===== src/balu_cfg.svh =====
// Purpose: constants for the byte ALU datapath
// Assumes: one core clock, decode logic supplies operands
// Notes: definitions only
//
// What this block does
// - Pointer add sign-extends 6-bit immediate, flags kept
// - Pointer pair wraps modulo 16 bits
// - AND immediate into accumulator, zero flag only
// - Add immediate into accumulator, C DC Z
// - Add register and accumulator, routed by destination, C DC Z
// - Destination bit picks accumulator or register
// - AND register, routed by destination, Z only
// - Shift right: bits 7:1 down, bit0 to carry
// - Shift keeps sign bit, updates C and Z
// - Add with carry, routed, C DC Z
// - Decrement, store, skip next when zero
`ifndef BALU_CFG_SVH
`define BALU_CFG_SVH
`define BALU_ACC_RST 8'h00
`define BALU_PTR_RST 16'h0000
`define BALU_FLAGS_RST 3'h0
`define BALU_DEST_ACC 1'b0
`define BALU_DEST_REG 1'b1
`define BALU_REG_MAX 7'h7F
`endif


===== src/balu_pkg.sv =====
// Purpose: types for the byte ALU datapath
// Assumes: nothing beyond the config header
// Notes: op codes are one-hot, except BALU_OP_NONE at zero
package balu_pkg;
  // Operation select, one-hot except BALU_OP_NONE, which is all zero
  typedef enum logic [7:0] {
    BALU_OP_NONE = 8'h00,
    BALU_OP_ADD_PTR = 8'h01,
    BALU_OP_AND_IMM = 8'h02,
    BALU_OP_ADD_IMM = 8'h04,
    BALU_OP_ADD_REG = 8'h08,
    BALU_OP_AND_REG = 8'h10,
    BALU_OP_ASR = 8'h20,
    BALU_OP_ADDC_REG = 8'h40,
    BALU_OP_DEC_SKIP = 8'h80
  } balu_op_t;
  // Issued instruction
  typedef struct packed {
    logic valid;
    balu_op_t op;
    logic [7:0] imm;
    logic [6:0] addr;
    logic dest;
    logic ptr_sel;
  } balu_req_t;
  // Status flags
  typedef struct packed {
    logic carry;
    logic half_carry;
    logic zero;
  } balu_flags_t;
  // Register-file write-back
  typedef struct packed {
    logic wr_en;
    logic [6:0] addr;
    logic [7:0] data;
  } balu_wb_t;
endpackage


===== src/balu_adder.sv =====
// Purpose: 8-bit adder with carry and half-carry outputs
// Assumes: combinational, used by the main datapath
// Notes: no state
`include "balu_cfg.svh"
module balu_adder
  import balu_pkg::*;
(
  input wire logic [7:0] a,
  input wire logic [7:0] b,
  input wire logic cin,
  output logic [7:0] sum,
  output logic cout,
  output logic hcout
);
  // Low nibble, its carry out is the half carry
  logic [4:0] low_sum;
  // High nibble including the low carry
  logic [4:0] high_sum;

  // ---------------------------------------------
  // Nibble-split add
  // ---------------------------------------------
  always_comb begin
    low_sum = {1'b0, a[3:0]} + {1'b0, b[3:0]} + {4'h0, cin};
    high_sum = {1'b0, a[7:4]} + {1'b0, b[7:4]} + {4'h0, low_sum[4]};
    sum = {high_sum[3:0], low_sum[3:0]};
    cout = high_sum[4];
    hcout = low_sum[4];
  end
endmodule


===== src/balu_core.sv =====
// Purpose: execution datapath for byte ALU ops and pointer add
// Assumes: register operand reg_rd_data matches req.addr this cycle
// Notes: results land one cycle after a valid request
`include "balu_cfg.svh"
module balu_core
  import balu_pkg::*;
(
  input wire logic ref_clk,
  input wire logic reset_n,
  input wire balu_req_t req,
  input wire logic [7:0] reg_rd_data,
  output balu_wb_t wb_ff,
  output logic [7:0] acc_ff,
  output balu_flags_t flags_ff,
  output logic [15:0] ptr0_ff,
  output logic [15:0] ptr1_ff,
  output logic skip_next_ff,
  output logic done_ff
);
  // ---------------------------------------------
  // Operand and adder selection
  // ---------------------------------------------
  // Adder second operand
  logic [7:0] add_b;
  // Adder carry in
  logic add_cin;
  // Adder outputs
  logic [7:0] add_sum;
  logic add_cout;
  logic add_hc;
  // Computed result and flags
  logic [7:0] nxt_result;
  balu_flags_t nxt_flags;
  // Register-file op flag
  logic is_file_op;
  // Pointer after add
  logic [15:0] nxt_ptr;
  logic [15:0] ptr_sel_val;

  // Zero detect, shared by every flag-updating op
  function automatic logic is_zero(input logic [7:0] v);
    return (v == 8'h00);
  endfunction

  // Sign-extend a 6-bit immediate to 16 bits
  function automatic logic [15:0] sext6(input logic [5:0] k);
    return {{10{k[5]}}, k};
  endfunction

  // Pick the adder's second operand and carry
  always_comb begin
    add_b = reg_rd_data;
    add_cin = 1'b0;
    if (req.op == BALU_OP_ADD_IMM) begin
      add_b = req.imm;
    end else if (req.op == BALU_OP_ADDC_REG) begin
      add_cin = flags_ff.carry;
    end
  end

  balu_adder u_adder (
    .a(acc_ff),
    .b(add_b),
    .cin(add_cin),
    .sum(add_sum),
    .cout(add_cout),
    .hcout(add_hc)
  );

  // ---------------------------------------------
  // Result and flag computation
  // ---------------------------------------------
  always_comb begin
    nxt_result = acc_ff;
    nxt_flags = flags_ff;
    is_file_op = 1'b0;
    case (req.op)
      BALU_OP_AND_IMM: begin
        nxt_result = acc_ff & req.imm;
        nxt_flags.zero = is_zero(nxt_result);
      end
      BALU_OP_ADD_IMM: begin
        nxt_result = add_sum;
        nxt_flags = '{carry: add_cout, half_carry: add_hc, zero: is_zero(add_sum)};
      end
      BALU_OP_ADD_REG, BALU_OP_ADDC_REG: begin
        nxt_result = add_sum;
        is_file_op = 1'b1;
        nxt_flags = '{carry: add_cout, half_carry: add_hc, zero: is_zero(add_sum)};
      end
      BALU_OP_AND_REG: begin
        nxt_result = acc_ff & reg_rd_data;
        is_file_op = 1'b1;
        nxt_flags.zero = is_zero(nxt_result);
      end
      BALU_OP_ASR: begin
        nxt_result = {reg_rd_data[7], reg_rd_data[7:1]};
        is_file_op = 1'b1;
        nxt_flags.carry = reg_rd_data[0];
        nxt_flags.zero = is_zero(nxt_result);
      end
      BALU_OP_DEC_SKIP: begin
        // Flags untouched by decrement-and-skip
        nxt_result = reg_rd_data - 8'h01;
        is_file_op = 1'b1;
      end
      default: begin
        nxt_result = acc_ff;
      end
    endcase
  end

  // ---------------------------------------------
  // Pointer arithmetic
  // ---------------------------------------------
  // Plain 16-bit add, overflow drops off the top
  always_comb begin
    ptr_sel_val = req.ptr_sel ? ptr1_ff : ptr0_ff;
    nxt_ptr = ptr_sel_val + sext6(req.imm[5:0]);
  end

  // ---------------------------------------------
  // Accumulator
  // ---------------------------------------------
  always_ff @(posedge ref_clk or negedge reset_n) begin
    if (!reset_n) begin
      acc_ff <= `BALU_ACC_RST;
    end else if (req.valid) begin
      if (req.op == BALU_OP_AND_IMM || req.op == BALU_OP_ADD_IMM) begin
        acc_ff <= nxt_result;
      end else if (is_file_op && req.dest == `BALU_DEST_ACC) begin
        acc_ff <= nxt_result;
      end
    end
  end

  // ---------------------------------------------
  // Flags
  // ---------------------------------------------
  // Pointer add leaves the flags alone by construction
  always_ff @(posedge ref_clk or negedge reset_n) begin
    if (!reset_n) begin
      flags_ff <= `BALU_FLAGS_RST;
    end else if (req.valid && req.op != BALU_OP_ADD_PTR) begin
      flags_ff <= nxt_flags;
    end
  end

  // ---------------------------------------------
  // Register-file write-back
  // ---------------------------------------------
  always_ff @(posedge ref_clk or negedge reset_n) begin
    if (!reset_n) begin
      wb_ff <= '0;
    end else begin
      wb_ff.wr_en <= req.valid && is_file_op && req.dest == `BALU_DEST_REG;
      wb_ff.addr <= req.addr;
      wb_ff.data <= nxt_result;
    end
  end

  // ---------------------------------------------
  // Indirect pointer pairs
  // ---------------------------------------------
  always_ff @(posedge ref_clk or negedge reset_n) begin
    if (!reset_n) begin
      ptr0_ff <= `BALU_PTR_RST;
      ptr1_ff <= `BALU_PTR_RST;
    end else if (req.valid && req.op == BALU_OP_ADD_PTR) begin
      if (req.ptr_sel) begin
        ptr1_ff <= nxt_ptr;
      end else begin
        ptr0_ff <= nxt_ptr;
      end
    end
  end

  // ---------------------------------------------
  // Skip request and completion
  // ---------------------------------------------
  // Skip tells fetch to turn the next word into a no-op
  always_ff @(posedge ref_clk or negedge reset_n) begin
    if (!reset_n) begin
      skip_next_ff <= 1'b0;
      done_ff <= 1'b0;
    end else begin
      skip_next_ff <= req.valid && req.op == BALU_OP_DEC_SKIP && is_zero(nxt_result);
      done_ff <= req.valid;
    end
  end

  // ---------------------------------------------
  // Checks
  // ---------------------------------------------
  AST_PTR_FLAGS: assert property (@(posedge ref_clk) disable iff (!reset_n)
    (req.valid && req.op == BALU_OP_ADD_PTR) |=> flags_ff == $past(flags_ff))
    else $error("pointer add changed flags");
  AST_PTR_WRAP: assert property (@(posedge ref_clk) disable iff (!reset_n)
    (req.valid && req.op == BALU_OP_ADD_PTR && !req.ptr_sel) |=>
      ptr0_ff == 16'($past(ptr0_ff) + {{10{$past(req.imm[5])}}, $past(req.imm[5:0])}))
    else $error("pointer add wrong");
  AST_ANDI: assert property (@(posedge ref_clk) disable iff (!reset_n)
    (req.valid && req.op == BALU_OP_AND_IMM) |=>
      acc_ff == ($past(acc_ff) & $past(req.imm)) && flags_ff.carry == $past(flags_ff.carry))
    else $error("and immediate wrong");
  AST_ADDI: assert property (@(posedge ref_clk) disable iff (!reset_n)
    (req.valid && req.op == BALU_OP_ADD_IMM) |=>
      {flags_ff.carry, acc_ff} == {1'b0, $past(acc_ff)} + {1'b0, $past(req.imm)})
    else $error("add immediate wrong");
  AST_DEST_REG: assert property (@(posedge ref_clk) disable iff (!reset_n)
    (req.valid && req.op == BALU_OP_ADD_REG && req.dest) |=> wb_ff.wr_en && acc_ff == $past(acc_ff))
    else $error("destination register not honoured");
  AST_ANDR: assert property (@(posedge ref_clk) disable iff (!reset_n)
    (req.valid && req.op == BALU_OP_AND_REG) |=>
      wb_ff.data == ($past(acc_ff) & $past(reg_rd_data)) && flags_ff.zero == (wb_ff.data == 8'h00))
    else $error("and register wrong");
  AST_ASR: assert property (@(posedge ref_clk) disable iff (!reset_n)
    (req.valid && req.op == BALU_OP_ASR) |=>
      wb_ff.data[7] == $past(reg_rd_data[7]) && flags_ff.carry == $past(reg_rd_data[0]))
    else $error("shift wrong");
  AST_ADDC: assert property (@(posedge ref_clk) disable iff (!reset_n)
    (req.valid && req.op == BALU_OP_ADDC_REG) |=>
      wb_ff.data == 8'($past(acc_ff) + $past(reg_rd_data) + {7'h00, $past(flags_ff.carry)}))
    else $error("add with carry wrong");
  AST_SKIP: assert property (@(posedge ref_clk) disable iff (!reset_n)
    (req.valid && req.op == BALU_OP_DEC_SKIP && reg_rd_data == 8'h01) |=> skip_next_ff)
    else $error("skip missing");

  // ---------------------------------------------
  // Per-operation checks, flags and routing
  // ---------------------------------------------
  // Pair 1 wraps the same way as pair 0
  AST_PTR1_WRAP: assert property (@(posedge ref_clk) disable iff (!reset_n)
    (req.valid && req.op == BALU_OP_ADD_PTR && req.ptr_sel) |=>
      ptr1_ff == 16'($past(ptr1_ff) + {{10{$past(req.imm[5])}}, $past(req.imm[5:0])}))
    else $error("pointer pair 1 add wrong");
  // Pair 0 add leaves pair 1 and the accumulator untouched
  AST_PTR_OTHER: assert property (@(posedge ref_clk) disable iff (!reset_n)
    (req.valid && req.op == BALU_OP_ADD_PTR && !req.ptr_sel) |=>
      ptr1_ff == $past(ptr1_ff) && acc_ff == $past(acc_ff))
    else $error("pointer add disturbed other state");
  // AND immediate sets zero from the new accumulator
  AST_ANDI_ZERO: assert property (@(posedge ref_clk) disable iff (!reset_n)
    (req.valid && req.op == BALU_OP_AND_IMM) |=>
      flags_ff.zero == (acc_ff == 8'h00) && flags_ff.half_carry == $past(flags_ff.half_carry))
    else $error("and immediate flags wrong");
  // Half carry is the carry out of the low nibble
  AST_ADDI_HC: assert property (@(posedge ref_clk) disable iff (!reset_n)
    (req.valid && req.op == BALU_OP_ADD_IMM) |=>
      flags_ff.half_carry == (({1'b0, $past(acc_ff[3:0])} + {1'b0, $past(req.imm[3:0])}) > 5'h0F))
    else $error("add immediate half carry wrong");
  // Zero flag follows the new accumulator
  AST_ADDI_ZERO: assert property (@(posedge ref_clk) disable iff (!reset_n)
    (req.valid && req.op == BALU_OP_ADD_IMM) |=>
      flags_ff.zero == (acc_ff == 8'h00))
    else $error("add immediate zero flag wrong");
  // Register add sum, whatever the destination
  AST_ADDR_SUM: assert property (@(posedge ref_clk) disable iff (!reset_n)
    (req.valid && req.op == BALU_OP_ADD_REG) |=>
      wb_ff.data == 8'($past(acc_ff) + $past(reg_rd_data)))
    else $error("register add sum wrong");
  // Carry is bit 8 of the full sum
  AST_ADDR_CARRY: assert property (@(posedge ref_clk) disable iff (!reset_n)
    (req.valid && req.op == BALU_OP_ADD_REG) |=>
      flags_ff.carry == (({1'b0, $past(acc_ff)} + {1'b0, $past(reg_rd_data)}) > 9'h0FF))
    else $error("register add carry wrong");
  // Destination 0 keeps the file register unwritten
  AST_DEST_ACC: assert property (@(posedge ref_clk) disable iff (!reset_n)
    (req.valid && req.op == BALU_OP_ADD_REG && !req.dest) |=>
      !wb_ff.wr_en && acc_ff == wb_ff.data)
    else $error("destination accumulator not honoured");
  // Register AND written back leaves carry alone
  AST_ANDR_ROUTE: assert property (@(posedge ref_clk) disable iff (!reset_n)
    (req.valid && req.op == BALU_OP_AND_REG && req.dest) |=>
      wb_ff.wr_en && flags_ff.carry == $past(flags_ff.carry))
    else $error("and register routing wrong");
  // Low seven result bits come from bits 7:1
  AST_ASR_LOW: assert property (@(posedge ref_clk) disable iff (!reset_n)
    (req.valid && req.op == BALU_OP_ASR) |=>
      wb_ff.data[6:0] == $past(reg_rd_data[7:1]))
    else $error("shift low bits wrong");
  // Zero flag on the shifted value
  AST_ASR_ZERO: assert property (@(posedge ref_clk) disable iff (!reset_n)
    (req.valid && req.op == BALU_OP_ASR) |=>
      flags_ff.zero == (wb_ff.data == 8'h00))
    else $error("shift zero flag wrong");
  // Carry in counts toward the carry out
  AST_ADDC_CARRY: assert property (@(posedge ref_clk) disable iff (!reset_n)
    (req.valid && req.op == BALU_OP_ADDC_REG) |=>
      flags_ff.carry ==
        (({1'b0, $past(acc_ff)} + {1'b0, $past(reg_rd_data)} + {8'h00, $past(flags_ff.carry)}) > 9'h0FF))
    else $error("add with carry carry flag wrong");
  // No skip unless the count reaches zero; flags kept
  AST_SKIP_NONE: assert property (@(posedge ref_clk) disable iff (!reset_n)
    (req.valid && req.op == BALU_OP_DEC_SKIP && reg_rd_data != 8'h01) |=>
      !skip_next_ff && flags_ff == $past(flags_ff))
    else $error("unexpected skip or flag change");
  // Decremented value goes out on write-back
  AST_DEC_DATA: assert property (@(posedge ref_clk) disable iff (!reset_n)
    (req.valid && req.op == BALU_OP_DEC_SKIP) |=>
      wb_ff.data == 8'($past(reg_rd_data) - 8'h01))
    else $error("decrement value wrong");
  // An idle cycle writes nothing, raises no skip or done, and leaves the accumulator and flags unchanged
  AST_IDLE_QUIET: assert property (@(posedge ref_clk) disable iff (!reset_n)
    !req.valid |=> !wb_ff.wr_en && !skip_next_ff && !done_ff &&
      acc_ff == $past(acc_ff) && flags_ff == $past(flags_ff))
    else $error("idle cycle changed state");
endmodule


===== config.mk =====
export PLATFORM = sky130hd
export DESIGN_NAME = balu_core
export DESIGN_NICKNAME = d
export VERILOG_FILES = /design/src/balu_pkg.sv /design/src/balu_adder.sv /design/src/balu_core.sv
export VERILOG_INCLUDE_DIRS = /design/src
export SDC_FILE = /design/constraint.sdc
export NUM_CORES = 1
export LEC_CHECK = 0
export BUFFER_PORTS_ARGS = -buffer_cell sky130_fd_sc_hd__clkbuf_2
export CORE_ASPECT_RATIO = 1.1
export CORE_UTILIZATION = 53
export CTS_CLUSTER_SIZE = 40
export DETAILED_ROUTE_END_ITERATION = 10
export PLACE_DENSITY_LB_ADDON = 0.2
export SLEW_MARGIN = 20
export SYNTH_ARGS = -nofsm -noshare
export SYNTH_HDL_FRONTEND = slang
export SYNTH_HIERARCHICAL = 1
export SYNTH_SLANG_ARGS = --single-unit

===== constraint.sdc =====
create_clock -name ref_clk -period 7.2 [get_ports ref_clk]
set_input_delay 0.72 -clock ref_clk [delete_from_list [all_inputs] [get_ports ref_clk]]
set_output_delay 0.72 -clock ref_clk [all_outputs]
set_load 0.02 [all_outputs]

* Word-level counts from Yosys, hierarchy flattened *
Cells that the tools add are included.

storage, ports and cells
  output and inout port bits = 61
  flip-flop bits (word level) = 61
  logic and storage cells = 64
  memory bits (read-only) = 0
  memories kept = 0
  latch bits = 0
  input bits = 36
  bits in writable memories = 0

cells by class
  reduce and logical (&&, ||, !) cells = 24
  $lt $le $gt $ge = 0
  shift-type cells = 0
  equal/unequal tests = 9
  $add $sub $neg = 6
  div/mod/pow operators = 0
  multiplexer cells = 10
  bitwise logic cells = 4
  multiply operators = 0

operator list
  operator                                              count
  logical NOT 8 bit                                     5
  one-hot mux 8 bit (5 select lines)                    1
  two-way mux 8 bit                                     3
  adder 16 bit                                          1
  AND 8 bit                                             2
  two-way mux 16 bit                                    1
  AND reduction 2 bit                                   6
  adder 4 x 4 -> 5 bit                                  2
  adder 5 x 1 -> 5 bit                                  2
  equality test 8 x 1 -> 1 bit (second input constant)  1
  equality test 8 x 2 -> 1 bit (second input constant)  1
  equality test 8 x 3 -> 1 bit (second input constant)  1
  equality test 8 x 4 -> 1 bit (second input constant)  1
  equality test 8 x 5 -> 1 bit (second input constant)  1
  equality test 8 x 6 -> 1 bit (second input constant)  1
  equality test 8 x 7 -> 1 bit (second input constant)  1
  equality test 8 bit (second input constant)           1
  != test 8 x 1 -> 1 bit (second input constant)        1
  subtractor 8 x 1 -> 8 bit (second input constant)     1
  logical AND 1 bit                                     7
  OR reduction 5 bit                                    1
  one-hot mux 1 bit (4 select lines)                    1
  nonzero test 2 bit                                    2
  nonzero test 4 bit                                    1
  other kinds (5)                                       8

* Logic depth before layout (Yosys ltp) *
  depth after elaboration = 8
  gate-level depth with buffers = 19
  gate-level depth less buffers = 18

* By module *
Netlist, hierarchy kept.

modules (own cells, without submodules)
  module      sequential area each (µm²)  area each (µm²)  cells each  times used
  balu_core   1526.5                      3853.7           397         1
  balu_adder  0.0                         287.8            33          1

* Least setup slack after synthesis *
No wires, ideal clock.

  kind = input to register
  from = input port req[21] (netlist name)
  to = register acc_ff[7]
  path buffers = 1
  data required time = 7.075 ns
  setup time = 0.125 ns
  cell stages on the path = 18
  setup slack = 2.682 ns
  arrival time = 4.393 ns
  cell sequence = buf_2 nor3_4 nand4_1 mux2_2 inv_1 fa_1 inv_1 fa_1 a21o_2 a21o_1 fa_1 a21o_1 a21oi_2 xnor2_1 a32oi_1 o21ai_0 a221o_1 mux2_2

between the ends
  word-level cells in the longest chain between the ends = 8
  elaborated cells on any way between the ends = 24
  those cells by class = add/sub: 4; eq/ne: 7; mux: 7; reduce/logical: 6

ends and longest elaborated chain
  item                                    RTL line          RTL
  from (decl)                             balu_core.sv:10   input wire balu_req_t req,
  equality test 8 x 3 -> 1 bit (*)        balu_core.sv:54   if (req.op == BALU_OP_ADD_IMM) begin
  two-way mux 8 bit (*)                   balu_core.sv:54
  via add_b[0]                            balu_core.sv:24   logic [7:0] add_b;
  adder 4 x 4 -> 5 bit (*)                balu_adder.sv:24  low_sum = {1'b0, a[3:0]} + {1'b0, b[3:0]} + {4'h0, cin};
  adder 5 x 1 -> 5 bit (*)                balu_adder.sv:24
  via add_hc                              balu_core.sv:30   logic add_hc;
  adder 5 x 1 -> 5 bit (*)                balu_adder.sv:25  high_sum = {1'b0, a[7:4]} + {1'b0, b[7:4]} + {4'h0, low_sum[4]};
  via add_sum[7]                          balu_core.sv:28   logic [7:0] add_sum;
  one-hot mux 8 bit (5 select lines) (*)  balu_core.sv:77   case (req.op)
  via nxt_result[7]                       balu_core.sv:32   logic [7:0] nxt_result;
  two-way mux 8 bit                       balu_core.sv:131  end else if (is_file_op && req.dest == `BALU_DEST_ACC) begin
  two-way mux 8 bit (*)                   balu_core.sv:129  if (req.op == BALU_OP_AND_IMM || req.op == BALU_OP_ADD_IMM) begin
  to (signal assigned)                    balu_core.sv:127  acc_ff <= `BALU_ACC_RST;
  to (signal assigned)                    balu_core.sv:130  acc_ff <= nxt_result;
  to (signal assigned)                    balu_core.sv:132  acc_ff <= nxt_result;
  to (decl)                               balu_core.sv:13   output logic [7:0] acc_ff,

Mark *: on every way through the listed nets, which the timed path passes. The rest lies on a longest branch. The select of a mux whose other input is x is not followed.
A chain may end at the register's enable or synchronous reset.

* Final worst setup path *
  from = input port req[22] (netlist name)
  to = register acc_ff[7]

The elaborated chain is that of the path after synthesis.

==> results.yml <==
placement:
  io_buffer_count: 96
  gp_congestion: 0.9920
  dpl.cell_count: 613
  post-dp-hpwl_um: 7890
clock_network:
  clockRootBuffer: "clkbuf_8"
  htree_levels: 3
  cts_max_path_buffers: 2
  cts_tree: "yes"
  clkLatencyLatePin_ns: 0.35
  clk_pin_slew_ns: 0.07
  clock_sinks: 61
  ctsResizeCount: 0
  postCtsSetupBuffers: 0
  cts_made_buffers: 9
  cts_hold_buffers: 0
pwr:
  p_leak_nw: 2.464
  power_mw: 0.9030
  max-vdd-ir-drop_v: 0.0001369
  powerDensity_nw_per_um2: 184.8
logic_synthesis:
  synth-seq-cells: 61
  yosys.area_share.adder: 0.09063
  yosys.area_share.simple: 0.1622
  synth.distinct_cells: 68
  synth_edf_count: 0
  yosysSeqAreaShare: 0.3686
  ys_warn_count: 6
  syn_area_um2: 4141
  ys.flop_type: "dfrtp_1"
  syn_inst: 430
  synth_area_per_cell_um2: 9.631
  postSynth.asyncResetShare: 1.000
  synth_top_family_by_area: "compound AO/OA/AOI/OAI gates"
  muxShareOfSynthArea: 0.09728
  synth_xor_area_frac: 0.05498
  synth_compound_area_frac: 0.1846
  synth_nets: 493
global_route:
  grt_max_degree: 62
  grt_pass1_vias: 3573
  grt_remaining_overflow: 0
  antenna_found_initial: 0
  grt_pass1_wl_um: 17240
  gr-usage-all-layers: 0.2761
sta:
  worstMarginPinSlew_ns: 0.9234
  max-slew-margin-rel: 0.3826
  min_period_ns: 4.719
  setup_tns_ns: 0
  hold_violations: 0
  fin_crit_sh: 0.6554
  finalClockSkew_ns: 0.009148
  rsz0062_at_grt: "no"
  setup_viol: 0
  maxSlewViolCount: 0
  fmax_ghz: 0.2119
floorplanning:
  die_w_um: 86.29
  die_area_um2: 8172
  initial_core_util: 0.5511
  ios: 97
  core_um2: 7515
  rows: 33
  chipHeight_um: 94.71
final_layout:
  stdcell_count: 629
  drive_above_1_share: 0.3073
  fin_nets: 582
  diodes: 0
  area_growth_pct: 18.01
  fill_cells: 644
run:
  drv_cap: 0
worst_hold_path:
  hold_depth: 1
  min-delay-path-class: "input pin to register"
  hold_path_end: "wb_ff[12]"
  min_from: "req[6]"
worst_setup_path:
  start_kind: "input pin"
  reg2regPathDepth: 16
  critPathArrivalTime_ns: 4.95
  cp.required_ns: 7.43
  critPathKind: "input pin to register"
  worst_setup_path_end_kind: "register"
  crit_path_start: "req[22]"
  critPathMaxFanout: 10
  rr_startpoint: "flags_ff[2]"
  r2r_setup_slack_ns: 3.74
  rr_endpoint: "acc_ff[7]"
drt:
  first_iter_violations: 194
  drt-wirelength-per-cell_um: 17.06
  drt-pass1-iter-count: 5
  via_count: 3689
  vias_per_cell: 5.865
  drc: 0
  totalWireLength_um: 10730
  drtAntennaViolNets: 0
outcome:
  outcome: "finished, final reports clean"
kinds of logic (layout without fill, tap and decap cells):
group / count (synthesis) / in the layout
XOR/XNOR: 26 / 26
AND/OR/NAND/NOR: 130 / 130
multiplexers: 36 / 36
buffers and inverters: 37 / 131
AO/OA/AOI/OAI: 113 / 113
adder cells (fa/ha/maj): 27 / 27
flip-flops: 61 / 61
synth_stat cells (8+ instances only):
master	n	area share
o21ai_0	39	0.047
nor2_1	27	0.024
xor2_1	12	0.025
inv_1	18	0.016
nor3_1	8	0.0097
nand2_1	44	0.040
mux2_2	34	0.092
dfrtp_1	61	0.37
ha_1	22	0.066
clkbuf_1	11	0.010
nand3_1	10	0.012
xnor2_1	14	0.030
a21oi_1	18	0.022
stage by stage:
step / area (um2) / hold slack (ns) / setup slack, ns / utilization
2_1_floorplan: 4141 / 0.4244 / 2.682 / -
3_3_place_gp: 4656 / 0.4819 / 2.339 / 0.6195
3_5_place_dp: 4656 / 0.4928 / 2.158 / 0.6195
4_1_cts: 4887 / 0.4612 / 2.524 / 0.6504
5_1_grt: 4887 / 0.4533 / 2.179 / 0.6504
6_report: 4887 / 0.4707 / 2.481 / 0.6504
worst max-delay path by stage:
stage / endpoint / slack [ns] / cells after the start
6_report: acc_ff[7] / 2.48 / 18
5_1_grt: flags_ff[0] / 2.18 / 19
4_1_cts: acc_ff[7] / 2.52 / 18
3_5_place_dp: acc_ff[7] / 2.16 / 18
3_3_place_gp: acc_ff[7] / 2.34 / 18
2_1_floorplan: acc_ff[7] / 2.68 / 18
cell usage in the layout (no fill, tap or decap), types with 4 or more instances in the layout:
master,count
clkbuf_2,96
dfrtp_1,61
nand2_1,44
o21ai_0,39
mux2_2,34
nor2_1,27
ha_1,22
inv_1,18
a21oi_1,18
xnor2_1,14
xor2_1,12
nand3_1,10
clkbuf_8,10
nor3_1,8
nor2b_1,6
a22oi_1,5
a22o_1,5
a21o_1,5
nand2b_1,5
fa_1,5
a221o_1,4
layer usage:
metal	up-vias	share of wire	track usage
met5	-	0	0
met4	0	0.032	0.1444
met1	1772	0.39	0.3176
met2	146	0.50	0.4762
li1	1740	-	-
met3	31	0.068	0.06643
flip-flops by register name, summed over array words and instances, names as in the netlist:
register / cells
skip_next_ff: 1
ptr0_ff: 16
flags_ff: 3
ptr1_ff: 16
acc_ff: 8
done_ff: 1
wb_ff: 16
cell type report:
cell class	instances	area, um2	area share
repair buffers	97	488.0	0.09985
multi-input cells	332	2442	0.4997
inverters	18	67.56	0.01382
well taps	105	131.4	0.02688
flip-flops and latches	61	1526	0.3123
clock buffers	10	137.6	0.02816
clock inverters	6	93.84	0.01920
critical path, stage by stage:
cell and delay, ns:
clkbuf_2 0.15, nor3_4 0.30, nand4_1 0.49, mux2_2 0.45
inv_1 0.08, fa_1 0.20, inv_1 0.06, fa_1 0.40
a21o_2 0.20, a21o_1 0.20, fa_1 0.39, a21o_1 0.19
a21oi_2 0.14, xnor2_1 0.09, a32oi_1 0.15, o21ai_0 0.10
a221o_1 0.34, mux2_2 0.28
where the power goes:
part           total (mW)  switching (mW)  internal (mW)
logic               0.175           0.110         0.0651
clock network       0.352           0.146          0.206
registers           0.375          0.0151          0.360
Note: power is estimated with default switching activity, not from simulation.
